### config.mk
export PLATFORM = sky130hd
export DESIGN_NAME = ics_sequencer
export DESIGN_NICKNAME = d
export VERILOG_FILES = /design/src/pkg/ics_pkg.sv /design/src/rtl/ics_sequencer.sv /design/src/rtl/ics_alu.sv
export VERILOG_INCLUDE_DIRS = /design/src /design/src/pkg
export SDC_FILE = /design/constraint.sdc
export NUM_CORES = 1
export LEC_CHECK = 0
export ABC_AREA = 1
export BUFFER_PORTS_ARGS = -buffer_cell sky130_fd_sc_hd__buf_4
export CELL_PAD_IN_SITES_DETAIL_PLACEMENT = 1
export CELL_PAD_IN_SITES_GLOBAL_PLACEMENT = 1
export CORE_UTILIZATION = 47
export CTS_CLUSTER_DIAMETER = 200
export DETAILED_ROUTE_END_ITERATION = 6
export PLACE_DENSITY = 0.87
export SETUP_SLACK_MARGIN = 0.3
export SLEW_MARGIN = 40
export SYNTH_ARGS = -nofsm -noshare
export SYNTH_HDL_FRONTEND = slang
export SYNTH_HIERARCHICAL = 1
export SYNTH_SLANG_ARGS = --single-unit
### constraint.sdc
create_clock -name I_CLK_SYS -period 6.05 [get_ports I_CLK_SYS]
set_input_delay 0.3025 -clock I_CLK_SYS [delete_from_list [all_inputs] [get_ports I_CLK_SYS]]
set_output_delay 0.3025 -clock I_CLK_SYS [all_outputs]
set_load 0.005 [all_outputs]
### src/pkg/ics_map.svh
// ics_map.svh: phase codes, reset values and timing counts of the sequencer
// assumes inclusion by bare name from rtl files; definitions only
`ifndef ICS_MAP_SVH
`define ICS_MAP_SVH

// instruction cycle timing
`define ICS_CLKS_PER_CYCLE 4
`define ICS_PH_FETCH       2'h0
`define ICS_PH_ADDR        2'h1
`define ICS_PH_READ        2'h2
`define ICS_PH_EXEC        2'h3

// reset values
`define ICS_RST_BYTE       8'h00
`define ICS_RST_BIT        1'b0
`define ICS_RST_PHASE      2'h0

// data path constants
`define ICS_BYTE_ZERO      8'h00
`define ICS_BYTE_ONE       8'h01
`define ICS_SKIP_STEP      2

`endif

### src/pkg/ics_pkg.sv
// ics_pkg: operation classes delivered by the instruction decoder
// assumes the decoder maps every opcode onto one of these classes
package ics_pkg;

  typedef enum logic [4:0] {
    ICS_NOP,
    ICS_MOV_M2A,
    ICS_MOV_A2M,
    ICS_MOV_I2A,
    ICS_ADD,
    ICS_ADC,
    ICS_SUB,
    ICS_SBC,
    ICS_INC,
    ICS_DEC,
    ICS_AND,
    ICS_OR,
    ICS_XOR,
    ICS_CPL,
    ICS_RR,
    ICS_RL,
    ICS_RRC,
    ICS_RLC,
    ICS_BSET,
    ICS_BCLR,
    ICS_SZ,
    ICS_SZB,
    ICS_SNZB,
    ICS_SIZ,
    ICS_SDZ,
    ICS_JMP,
    ICS_CALL,
    ICS_RET,
    ICS_INTERRUPT_RETURN,
    ICS_TBL
  } ics_op_t;

endpackage

### src/rtl/ics_sequencer.sv
// ics_sequencer: instruction cycle timing, program counter, stack and flags
// assumes a decoder presents the class of the instruction at O_FETCH_ADDR
// during the fetch phase, and a data memory that reads combinationally
`timescale 1ns/100ps
`default_nettype none
`include "ics_map.svh"

////////////////////////////////////////////////////////////////////////////////
// Contract
// - every instruction cycle lasts exactly four system clocks
// - most instructions one cycle; jump, call, returns, table read two
// - writing program counter low byte jumps there and adds a cycle
// - a taken skip adds one cycle; an untaken skip takes one
// - a test either goes on to the next instruction or skips it
// - moves: memory to accumulator, accumulator to memory, immediate
// - carry on addition above 255, borrow on subtraction below zero
// - increment and decrement by one, to memory or to accumulator
// - logic and complement set zero flag when result is zero
// - rotates move one bit; through-carry variants pass it via carry
// - call saves return address after itself; jump saves nothing
// - bit set and clear change one bit, keep all others
// - table read fetches a program memory byte into the data side
// - interrupt return sets global enable; plain return leaves it
module ics_sequencer #(
  parameter int ADDR_W      = 10,
  parameter int STACK_DEPTH = 4
) (
  // clock and reset
  input  wire logic              I_CLK_SYS,
  input  wire logic              I_RESET_N,
  // decoded instruction, valid during the fetch phase
  input  wire ics_pkg::ics_op_t  I_OP,
  input  wire logic              I_TO_ACC,
  input  wire logic              I_USE_IMM,
  input  wire logic              I_DEST_PCL,
  input  wire logic [7:0]        I_IMM,
  input  wire logic [2:0]        I_BIT_SEL,
  input  wire logic [7:0]        I_MEM_ADDR,
  input  wire logic [ADDR_W-1:0] I_TARGET,
  // read data from data memory and program memory table
  input  wire logic [7:0]        I_MEM_RDATA,
  input  wire logic [7:0]        I_TBL_DATA,
  // interrupt entry clears the global enable
  input  wire logic              I_GIE_CLEAR,
  // instruction fetch and timing
  output logic [ADDR_W-1:0]      O_FETCH_ADDR,
  output logic                   O_CYCLE_START,
  output logic                   O_DUMMY_CYCLE,
  // data memory
  output logic [7:0]             O_MEM_ADDR,
  output logic                   O_MEM_WE,
  output logic [7:0]             O_MEM_WDATA,
  // table read
  output logic [ADDR_W-1:0]      O_TBL_ADDR,
  output logic                   O_TBL_REQ,
  // core state
  output logic [7:0]             O_ACC,
  output logic                   O_CARRY,
  output logic                   O_ZERO,
  output logic                   O_GIE
);

  localparam int SP_W = $clog2(STACK_DEPTH);

  ////////////////////////////////////////////////////////////////////////////
  // decode helpers
  function automatic logic is_two_cycle(input ics_pkg::ics_op_t op);
    return op inside {ics_pkg::ICS_JMP, ics_pkg::ICS_CALL, ics_pkg::ICS_RET,
                      ics_pkg::ICS_INTERRUPT_RETURN, ics_pkg::ICS_TBL};
  endfunction

  function automatic logic is_skip(input ics_pkg::ics_op_t op);
    return op inside {ics_pkg::ICS_SZ, ics_pkg::ICS_SZB, ics_pkg::ICS_SNZB,
                      ics_pkg::ICS_SIZ, ics_pkg::ICS_SDZ};
  endfunction

  // a plain zero test only moves data when it targets the accumulator
  function automatic logic has_result(input ics_pkg::ics_op_t op, input logic to_acc);
    return !(op inside {ics_pkg::ICS_NOP, ics_pkg::ICS_SZB, ics_pkg::ICS_SNZB,
                        ics_pkg::ICS_JMP, ics_pkg::ICS_CALL, ics_pkg::ICS_RET,
                        ics_pkg::ICS_INTERRUPT_RETURN, ics_pkg::ICS_TBL})
           && !(op == ics_pkg::ICS_SZ && !to_acc);
  endfunction

  ////////////////////////////////////////////////////////////////////////////
  // state
  logic [1:0]        phase_reg;
  logic              dummy_reg;
  ics_pkg::ics_op_t  op_reg;
  logic              to_acc_reg;
  logic              use_imm_reg;
  logic              dest_pcl_reg;
  logic [7:0]        imm_reg;
  logic [2:0]        bit_reg;
  logic [7:0]        addr_reg;
  logic [ADDR_W-1:0] target_reg;
  logic [7:0]        m_reg;
  logic [ADDR_W-1:0] pc_reg;
  logic [7:0]        acc_reg;
  logic              carry_reg;
  logic              zero_reg;
  logic              gie_reg;
  logic              start_reg;
  logic [7:0]        mem_addr_reg;
  logic              mem_we_reg;
  logic [7:0]        wdata_reg;
  logic              tbl_req_reg;
  logic [ADDR_W-1:0] tbl_addr_reg;
  logic [SP_W-1:0]   sp_reg;
  logic [ADDR_W-1:0] stack_mem [STACK_DEPTH];

  ////////////////////////////////////////////////////////////////////////////
  // decode and next values
  logic [7:0] alu_res;
  logic       alu_cout;
  logic       alu_c_we;
  logic       alu_z_we;
  logic       alu_skip;

  wire              ph_exec     = (phase_reg == `ICS_PH_EXEC);
  wire              exec        = ph_exec && !dummy_reg;
  wire              latch_instr = (phase_reg == `ICS_PH_FETCH) && !dummy_reg;
  wire [7:0]        opnd        = use_imm_reg ? imm_reg : m_reg;
  wire              res_ok      = has_result(op_reg, to_acc_reg);
  wire              wr_pcl      = exec && res_ok && dest_pcl_reg;
  wire              wr_acc      = exec && res_ok && to_acc_reg && !dest_pcl_reg;
  wire              wr_mem      = exec && res_ok && !to_acc_reg && !dest_pcl_reg;
  wire              skip_taken  = exec && is_skip(op_reg) && alu_skip;
  wire              do_call     = exec && (op_reg == ics_pkg::ICS_CALL);
  wire              do_ret      = exec && (op_reg inside {ics_pkg::ICS_RET, ics_pkg::ICS_INTERRUPT_RETURN});
  wire              do_jump     = exec && (op_reg inside {ics_pkg::ICS_JMP, ics_pkg::ICS_CALL});
  wire              do_tbl      = exec && (op_reg == ics_pkg::ICS_TBL);
  wire              tbl_done    = ph_exec && dummy_reg && tbl_req_reg;
  wire              extra       = exec && (is_two_cycle(op_reg) || wr_pcl || skip_taken);
  wire [SP_W-1:0]   sp_top      = sp_reg - 1'b1;
  wire [ADDR_W-1:0] pc_inc      = pc_reg + 1'b1;
  wire [ADDR_W-1:0] pc_skip     = pc_reg + ADDR_W'(`ICS_SKIP_STEP);

  // a pcl write keeps the upper bits of the counter
  wire [ADDR_W-1:0] pc_next =
      !exec      ? pc_reg :
      do_jump    ? target_reg :
      do_ret     ? stack_mem[sp_top] :
      wr_pcl     ? {pc_reg[ADDR_W-1:8], alu_res} :
      skip_taken ? pc_skip :
                   pc_inc;

  // the spare cycle ends with the frame of four clocks that follows
  wire       dummy_next = ph_exec ? extra : dummy_reg;
  wire [1:0] phase_next = ph_exec ? `ICS_PH_FETCH : phase_reg + 2'h1;

  wire [7:0] acc_next =
      wr_acc                 ? alu_res :
      tbl_done && to_acc_reg ? I_TBL_DATA :
                               acc_reg;
  wire       mem_we_next = wr_mem || (tbl_done && !to_acc_reg);
  wire [7:0] wdata_next  = tbl_done ? I_TBL_DATA : alu_res;
  wire       carry_next  = (exec && alu_c_we) ? alu_cout : carry_reg;
  wire       zero_next   = (exec && alu_z_we) ? (alu_res == `ICS_BYTE_ZERO) : zero_reg;
  // the return sets the enable even when an entry clears it at the same edge
  wire       gie_next =
      (exec && op_reg == ics_pkg::ICS_INTERRUPT_RETURN) ? 1'b1 :
      I_GIE_CLEAR                          ? 1'b0 :
                                             gie_reg;
  wire [SP_W-1:0] sp_next = do_call ? sp_reg + 1'b1 : do_ret ? sp_top : sp_reg;

  ics_alu u_alu (
    .i_op      (op_reg),
    .i_acc     (acc_reg),
    .i_opnd    (opnd),
    .i_carry   (carry_reg),
    .i_bit_sel (bit_reg),
    .o_res     (alu_res),
    .o_carry   (alu_cout),
    .o_carry_we(alu_c_we),
    .o_zero_we (alu_z_we),
    .o_skip    (alu_skip)
  );

  ////////////////////////////////////////////////////////////////////////////
  // sequencing registers
  always_ff @(posedge I_CLK_SYS or negedge I_RESET_N) begin
    if (!I_RESET_N) begin
      phase_reg <= `ICS_RST_PHASE;
      dummy_reg <= `ICS_RST_BIT;
      start_reg <= `ICS_RST_BIT;
      pc_reg    <= '0;
      sp_reg    <= '0;
    end else begin
      phase_reg <= phase_next;
      dummy_reg <= dummy_next;
      start_reg <= ph_exec;
      pc_reg    <= pc_next;
      sp_reg    <= sp_next;
    end
  end

  // a fetch in a spare cycle is discarded, so the instruction is held
  always_ff @(posedge I_CLK_SYS or negedge I_RESET_N) begin
    if (!I_RESET_N) begin
      op_reg       <= ics_pkg::ICS_NOP;
      to_acc_reg   <= `ICS_RST_BIT;
      use_imm_reg  <= `ICS_RST_BIT;
      dest_pcl_reg <= `ICS_RST_BIT;
      imm_reg      <= `ICS_RST_BYTE;
      bit_reg      <= '0;
      addr_reg     <= `ICS_RST_BYTE;
      target_reg   <= '0;
    end else if (latch_instr) begin
      op_reg       <= I_OP;
      to_acc_reg   <= I_TO_ACC;
      use_imm_reg  <= I_USE_IMM;
      dest_pcl_reg <= I_DEST_PCL;
      imm_reg      <= I_IMM;
      bit_reg      <= I_BIT_SEL;
      addr_reg     <= I_MEM_ADDR;
      target_reg   <= I_TARGET;
    end
  end

  // the address moves one phase late so a write-back pulse keeps its address
  always_ff @(posedge I_CLK_SYS or negedge I_RESET_N) begin
    if (!I_RESET_N) begin
      mem_addr_reg <= `ICS_RST_BYTE;
      m_reg        <= `ICS_RST_BYTE;
    end else begin
      if (phase_reg == `ICS_PH_ADDR && !dummy_reg)
        mem_addr_reg <= addr_reg;
      if (phase_reg == `ICS_PH_READ && !dummy_reg)
        m_reg <= I_MEM_RDATA;
    end
  end

  always_ff @(posedge I_CLK_SYS or negedge I_RESET_N) begin
    if (!I_RESET_N) begin
      acc_reg      <= `ICS_RST_BYTE;
      carry_reg    <= `ICS_RST_BIT;
      zero_reg     <= `ICS_RST_BIT;
      gie_reg      <= `ICS_RST_BIT;
      mem_we_reg   <= `ICS_RST_BIT;
      wdata_reg    <= `ICS_RST_BYTE;
      tbl_req_reg  <= `ICS_RST_BIT;
      tbl_addr_reg <= '0;
    end else begin
      acc_reg     <= acc_next;
      carry_reg   <= carry_next;
      zero_reg    <= zero_next;
      gie_reg     <= gie_next;
      mem_we_reg  <= mem_we_next;
      wdata_reg   <= wdata_next;
      tbl_req_reg <= do_tbl || (tbl_req_reg && !tbl_done);
      if (do_tbl)
        tbl_addr_reg <= target_reg;
    end
  end

  // return stack wraps when full, as the counter only pushes what it holds
  always_ff @(posedge I_CLK_SYS) begin
    if (do_call)
      stack_mem[sp_reg] <= pc_inc;
  end

  assign O_FETCH_ADDR  = pc_reg;
  assign O_CYCLE_START = start_reg;
  assign O_DUMMY_CYCLE = dummy_reg;
  assign O_MEM_ADDR    = mem_addr_reg;
  assign O_MEM_WE      = mem_we_reg;
  assign O_MEM_WDATA   = wdata_reg;
  assign O_TBL_ADDR    = tbl_addr_reg;
  assign O_TBL_REQ     = tbl_req_reg;
  assign O_ACC         = acc_reg;
  assign O_CARRY       = carry_reg;
  assign O_ZERO        = zero_reg;
  assign O_GIE         = gie_reg;

  wire [8:0] chk_add = {1'b0, acc_reg} + {1'b0, opnd};
endmodule
`default_nettype wire

### src/rtl/ics_alu.sv
// ics_alu: 8-bit combinational data path of the sequencer
// assumes operands are stable registers of the instruction cycle
`timescale 1ns/100ps
`default_nettype none
`include "ics_map.svh"

module ics_alu (
  // operation and operands
  input  wire ics_pkg::ics_op_t i_op,
  input  wire logic [7:0]       i_acc,
  input  wire logic [7:0]       i_opnd,
  input  wire logic             i_carry,
  input  wire logic [2:0]       i_bit_sel,
  // results
  output logic [7:0]            o_res,
  output logic                  o_carry,
  output logic                  o_carry_we,
  output logic                  o_zero_we,
  output logic                  o_skip
);

  wire [8:0] add_sum = {1'b0, i_acc} + {1'b0, i_opnd} + {8'h00, i_carry & (i_op == ics_pkg::ICS_ADC)};
  wire [8:0] sub_dif = {1'b0, i_acc} - {1'b0, i_opnd} - {8'h00, i_carry & (i_op == ics_pkg::ICS_SBC)};
  wire [7:0] bit_mask = `ICS_BYTE_ONE << i_bit_sel;
  wire [7:0] inc_val = i_opnd + `ICS_BYTE_ONE;
  wire [7:0] dec_val = i_opnd - `ICS_BYTE_ONE;

  always_comb begin
    o_res      = i_acc;
    o_carry    = i_carry;
    o_carry_we = 1'b0;
    o_zero_we  = 1'b0;
    o_skip     = 1'b0;
    unique case (i_op)
      ics_pkg::ICS_MOV_M2A, ics_pkg::ICS_MOV_I2A: o_res = i_opnd;
      ics_pkg::ICS_ADD, ics_pkg::ICS_ADC: begin
        o_res      = add_sum[7:0];
        o_carry    = add_sum[8];
        o_carry_we = 1'b1;
        o_zero_we  = 1'b1;
      end
      ics_pkg::ICS_SUB, ics_pkg::ICS_SBC: begin
        o_res      = sub_dif[7:0];
        o_carry    = sub_dif[8];
        o_carry_we = 1'b1;
        o_zero_we  = 1'b1;
      end
      ics_pkg::ICS_INC: begin
        o_res     = inc_val;
        o_zero_we = 1'b1;
      end
      ics_pkg::ICS_DEC: begin
        o_res     = dec_val;
        o_zero_we = 1'b1;
      end
      ics_pkg::ICS_AND: begin
        o_res     = i_acc & i_opnd;
        o_zero_we = 1'b1;
      end
      ics_pkg::ICS_OR: begin
        o_res     = i_acc | i_opnd;
        o_zero_we = 1'b1;
      end
      ics_pkg::ICS_XOR: begin
        o_res     = i_acc ^ i_opnd;
        o_zero_we = 1'b1;
      end
      ics_pkg::ICS_CPL: begin
        o_res     = ~i_opnd;
        o_zero_we = 1'b1;
      end
      ics_pkg::ICS_RR: o_res = {i_opnd[0], i_opnd[7:1]};
      ics_pkg::ICS_RL: o_res = {i_opnd[6:0], i_opnd[7]};
      ics_pkg::ICS_RRC: begin
        o_res      = {i_carry, i_opnd[7:1]};
        o_carry    = i_opnd[0];
        o_carry_we = 1'b1;
      end
      ics_pkg::ICS_RLC: begin
        o_res      = {i_opnd[6:0], i_carry};
        o_carry    = i_opnd[7];
        o_carry_we = 1'b1;
      end
      ics_pkg::ICS_BSET: o_res = i_opnd | bit_mask;
      ics_pkg::ICS_BCLR: o_res = i_opnd & ~bit_mask;
      ics_pkg::ICS_SZ: begin
        o_res  = i_opnd;
        o_skip = (i_opnd == `ICS_BYTE_ZERO);
      end
      ics_pkg::ICS_SZB: o_skip = ~|(i_opnd & bit_mask);
      ics_pkg::ICS_SNZB: o_skip = |(i_opnd & bit_mask);
      ics_pkg::ICS_SIZ: begin
        o_res  = inc_val;
        o_skip = (inc_val == `ICS_BYTE_ZERO);
      end
      ics_pkg::ICS_SDZ: begin
        o_res  = dec_val;
        o_skip = (dec_val == `ICS_BYTE_ZERO);
      end
      default: o_res = i_acc;
    endcase
  end

endmodule
`default_nettype wire

==> impl_metrics.yaml <==
flow_run:
  maxCapViolations: 0
sta:
  finalSetupViolCount: 0
  timing.hold.ws_ns: 0.0770
  max_freq_mhz: 249
  tightest_slew_ns: 0.780
  rsz0062_at_grt: "false"
  setup-tns-final_ns: 0
  hold_viol: 0
  timing.final.max_slew_violations: 0
  fin_ws_ns: 2.03
  fin_crit_sh: 0.664
  fin_skew_ns: 0.0203
  finalCriticalPeriod_ns: 4.02
  slew_headroom: 0.479
power_and_ir_drop:
  ir_drop_mv: 0.236
  p_sw_frac: 0.502
  seq_power_share: 0.276
  leakage_uw: 0.00532
  cellPowerDensity_nw_per_um2: 563
  power.internal_uw: 3050
  pwr-share-clk: 0.171
  p_comb_frac: 0.553
  p_switching_uw: 3060
yosys:
  ys_dominant_reg_cell: "dfrtp_1"
  yosysWarnings: 6
  async_reset_ff_frac: 0.714
  synth_fa_ha_area_frac: 0.0588
  synth_cells: 1238
  synth_mux_area_frac: 0.0217
  yosys.area_share.simple: 0.300
  ys_seq_area_frac: 0.401
  synth_cell_type_count: 52
  synth-xor-area-share: 0.0161
  synth-edff-count: 40
  netlist_area_um2: 9240
  postSynthAreaPerCell_um2: 7.46
  synth-compound-area-share: 0.112
  synth_seq_cells: 140
  synth_top_family_by_area: "simple AND/OR/NAND/NOR gates"
  synth_fp_nets: 1335
detailed_routing:
  viasPerCell: 5.65
  drt_iter0_drc: 618
  firstDrtPassIters: 5
  wl_mm: 32.0
  final_antenna_net_count: 0
  vias: 9096
  drc: 0
  drt-wirelength-per-cell_um: 19.9
grt:
  track_usage: 0.330
  antenna_found_initial: 0
  grt_max_degree: 76
  grt_pass1_vias: 9258
  grt_pass1_wl_mm: 51.0
  grt_remaining_overflow: 0
worst_setup_path:
  ff2ff_path_depth: 21
  cp-start-kind: "flip-flop"
  cp_cell_sequence: "nand2_1 > o21ai_0 > buf_4 > clkinv_1 > ha_1 > xor2_1 > nor3b_1 > nand3_1 > nor2_1 > nand2_1 > nand3_1 > nand2_1 > nor2_1 > nand2_1 > nand2_1 > nand2_1 > xor2_1 > nand2_1 > nand3_1 > nand2_1 > nand2_1"
  worstPathMaxFanout: 17
  crit_arrival_ns: 4.33
  slowest_delay_ns: 0.62
  cp-end-kind: "flip-flop"
  crit_type: "flip-flop to flip-flop"
  path_common_cell: "nand2_1"
  critPathRequiredTime_ns: 6.36
  cp_slowest_cell: "dfrtp_1"
place:
  io_buffers: 106
  placed_cell_area_um2: 10300
  gp_congestion: 0.917
  dp.final_hpwl_mm: 23.2
  pre_cts_ws_ns: 2.24
worst_hold_path:
  hold_class: "input pin to flip-flop"
  holdPathStages: 2
clock_tree:
  clockBufferDepth: 2
  cts_buffers: 17
  post_cts_buffers: 0
  root_buffer: "clkbuf_16"
  clk_latency_ns: 0.44
  cts_hold_buf: 1
  cts_max_level: 4
  clk_pin_slew_ns: 0.06
  cts.repair.resized: 0
  numClockSinks: 140
  cts_tree: "built"
die:
  dieArea_um2: 20200
  die_y_um: 142
  initial_core_util: 0.487
  die_w_um: 142
  num_io_pins: 107
  core_um2: 19000
  num_rows: 50
final_layout:
  stdcell_area_um2: 10900
  largest_reg_flops: 40
  n_antenna_cell: 0
  syn2layout_area_growth_pct: 17.5
  layout.nets: 1435
  drive_gt1_frac: 0.164
  top_register: "stack_mem"
outcome:
  status: "finished, final reports clean"
-- cell families (layout without fill, tap and decap cells) --
logic type      Yosys count  in the layout
simple gates            626            626
buf+inv                 206            319
compound gates          190            190
flops                   140            140
fa+ha+maj                41             41
mux                      18             18
xor+xnor                 17             17
-- cells in the final DEF, fill, tap and decap left out, types with 3 or more instances in the layout --
cell type / instances
nand2_4: 7
inv_1: 156
o21a_1: 3
nor3_1: 11
fa_1: 4
ha_1: 37
inv_8: 5
buf_4: 115
dfrtp_1: 99
a21oi_1: 49
nand4_1: 27
nand3b_1: 7
inv_2: 11
nor2_2: 17
or2_2: 6
nand3_1: 109
a31oi_1: 3
inv_6: 5
o21ai_1: 15
xor2_1: 17
clkbuf_16: 17
nand2_2: 6
edfxtp_1: 40
o22ai_1: 16
nor2_1: 123
nand2_1: 303
o21ai_0: 89
mux2_2: 16
-- path summary, 6_finish.rpt --
kind | startpoint | end | slack [ns]
setup / recovery | use_imm_reg | O_FETCH_ADDR[3] | 2.03
hold / removal | I_GIE_CLEAR | O_GIE | 0.08
setup reg to reg | use_imm_reg | O_FETCH_ADDR[3] | 2.03
hold reg to reg | O_TBL_ADDR[5] | O_TBL_ADDR[5] | 0.50
max in group asynchronous | I_RESET_N | op_reg[4] | 4.71
min in group asynchronous | I_RESET_N | O_FETCH_ADDR[5] | 0.35
-- metrics by stage --
stage          instances  total power (µW)   util
4_1_cts             1611              6060  0.573
6_report            1611              6110  0.573
2_1_floorplan       1238              3720      -
3_5_place_dp        1578              4950  0.542
3_3_place_gp        1578              4780  0.541
5_1_grt             1611              6550  0.573
-- layer usage --
metal | vias to the layer above | part of all wire | track usage
li1 | 4241 | - | -
met1 | 4455 | 0.44 | 0.449
met2 | 336 | 0.47 | 0.535
met3 | 64 | 0.058 | 0.0545
met4 | 0 | 0.026 | 0.106
met5 | - | 0 | 0
-- power by group through the flow --
stage               combinational [µW]  clock (µW)  sequential [µW]
floorplan                         2190           0             1530
global placement                  3120           0             1670
detailed placement                3270           0             1690
CTS                               3330        1050             1680
global route                      3740        1100             1720
finish                            3380        1050             1680
-- synth_stat cells (all sizes together), types with 4 or more instances --
| cell type | count | area share |
|---|---|---|
| clkbuf | 24 | 0.010 |
| or2 | 8 | 0.0054 |
| nand2 | 316 | 0.14 |
| nand3 | 110 | 0.060 |
| mux2 | 16 | 0.019 |
| inv | 168 | 0.069 |
| fa | 4 | 0.0087 |
| dfrtp | 100 | 0.27 |
| ha | 37 | 0.050 |
| o21ai | 107 | 0.060 |
| xor2 | 17 | 0.016 |
| nor2 | 143 | 0.065 |
| nor3 | 11 | 0.0060 |
| nand3b | 7 | 0.0057 |
| edfxtp | 40 | 0.13 |
| nand4 | 28 | 0.021 |
| buf | 12 | 0.010 |
| a21oi | 50 | 0.027 |
| o22ai | 16 | 0.011 |
-- layout make-up --
cell class / instances / area, µm²
Tap cell: 260 / 325
Clock inverter: 14 / 150
Fill cell: 2434 / 8100
Sequential cell: 140 / 3700
Inverter: 170 / 646
Timing Repair Buffer: 117 / 885
Clock buffer: 18 / 430
Multi-Input combinational cell: 892 / 4720
-- worst max-delay path: cells and delay by family (launching register included) --
family,cells,cell delay [ns]
XOR/XNOR,2,0.32
AND/OR/NAND/NOR,15,1.85
flip-flops,1,0.62
adder cells (fa/ha/maj),1,0.41
buffers and inverters,2,0.59
AO/OA/AOI/OAI,1,0.10
Note: power is estimated with default switching activity, not from simulation.
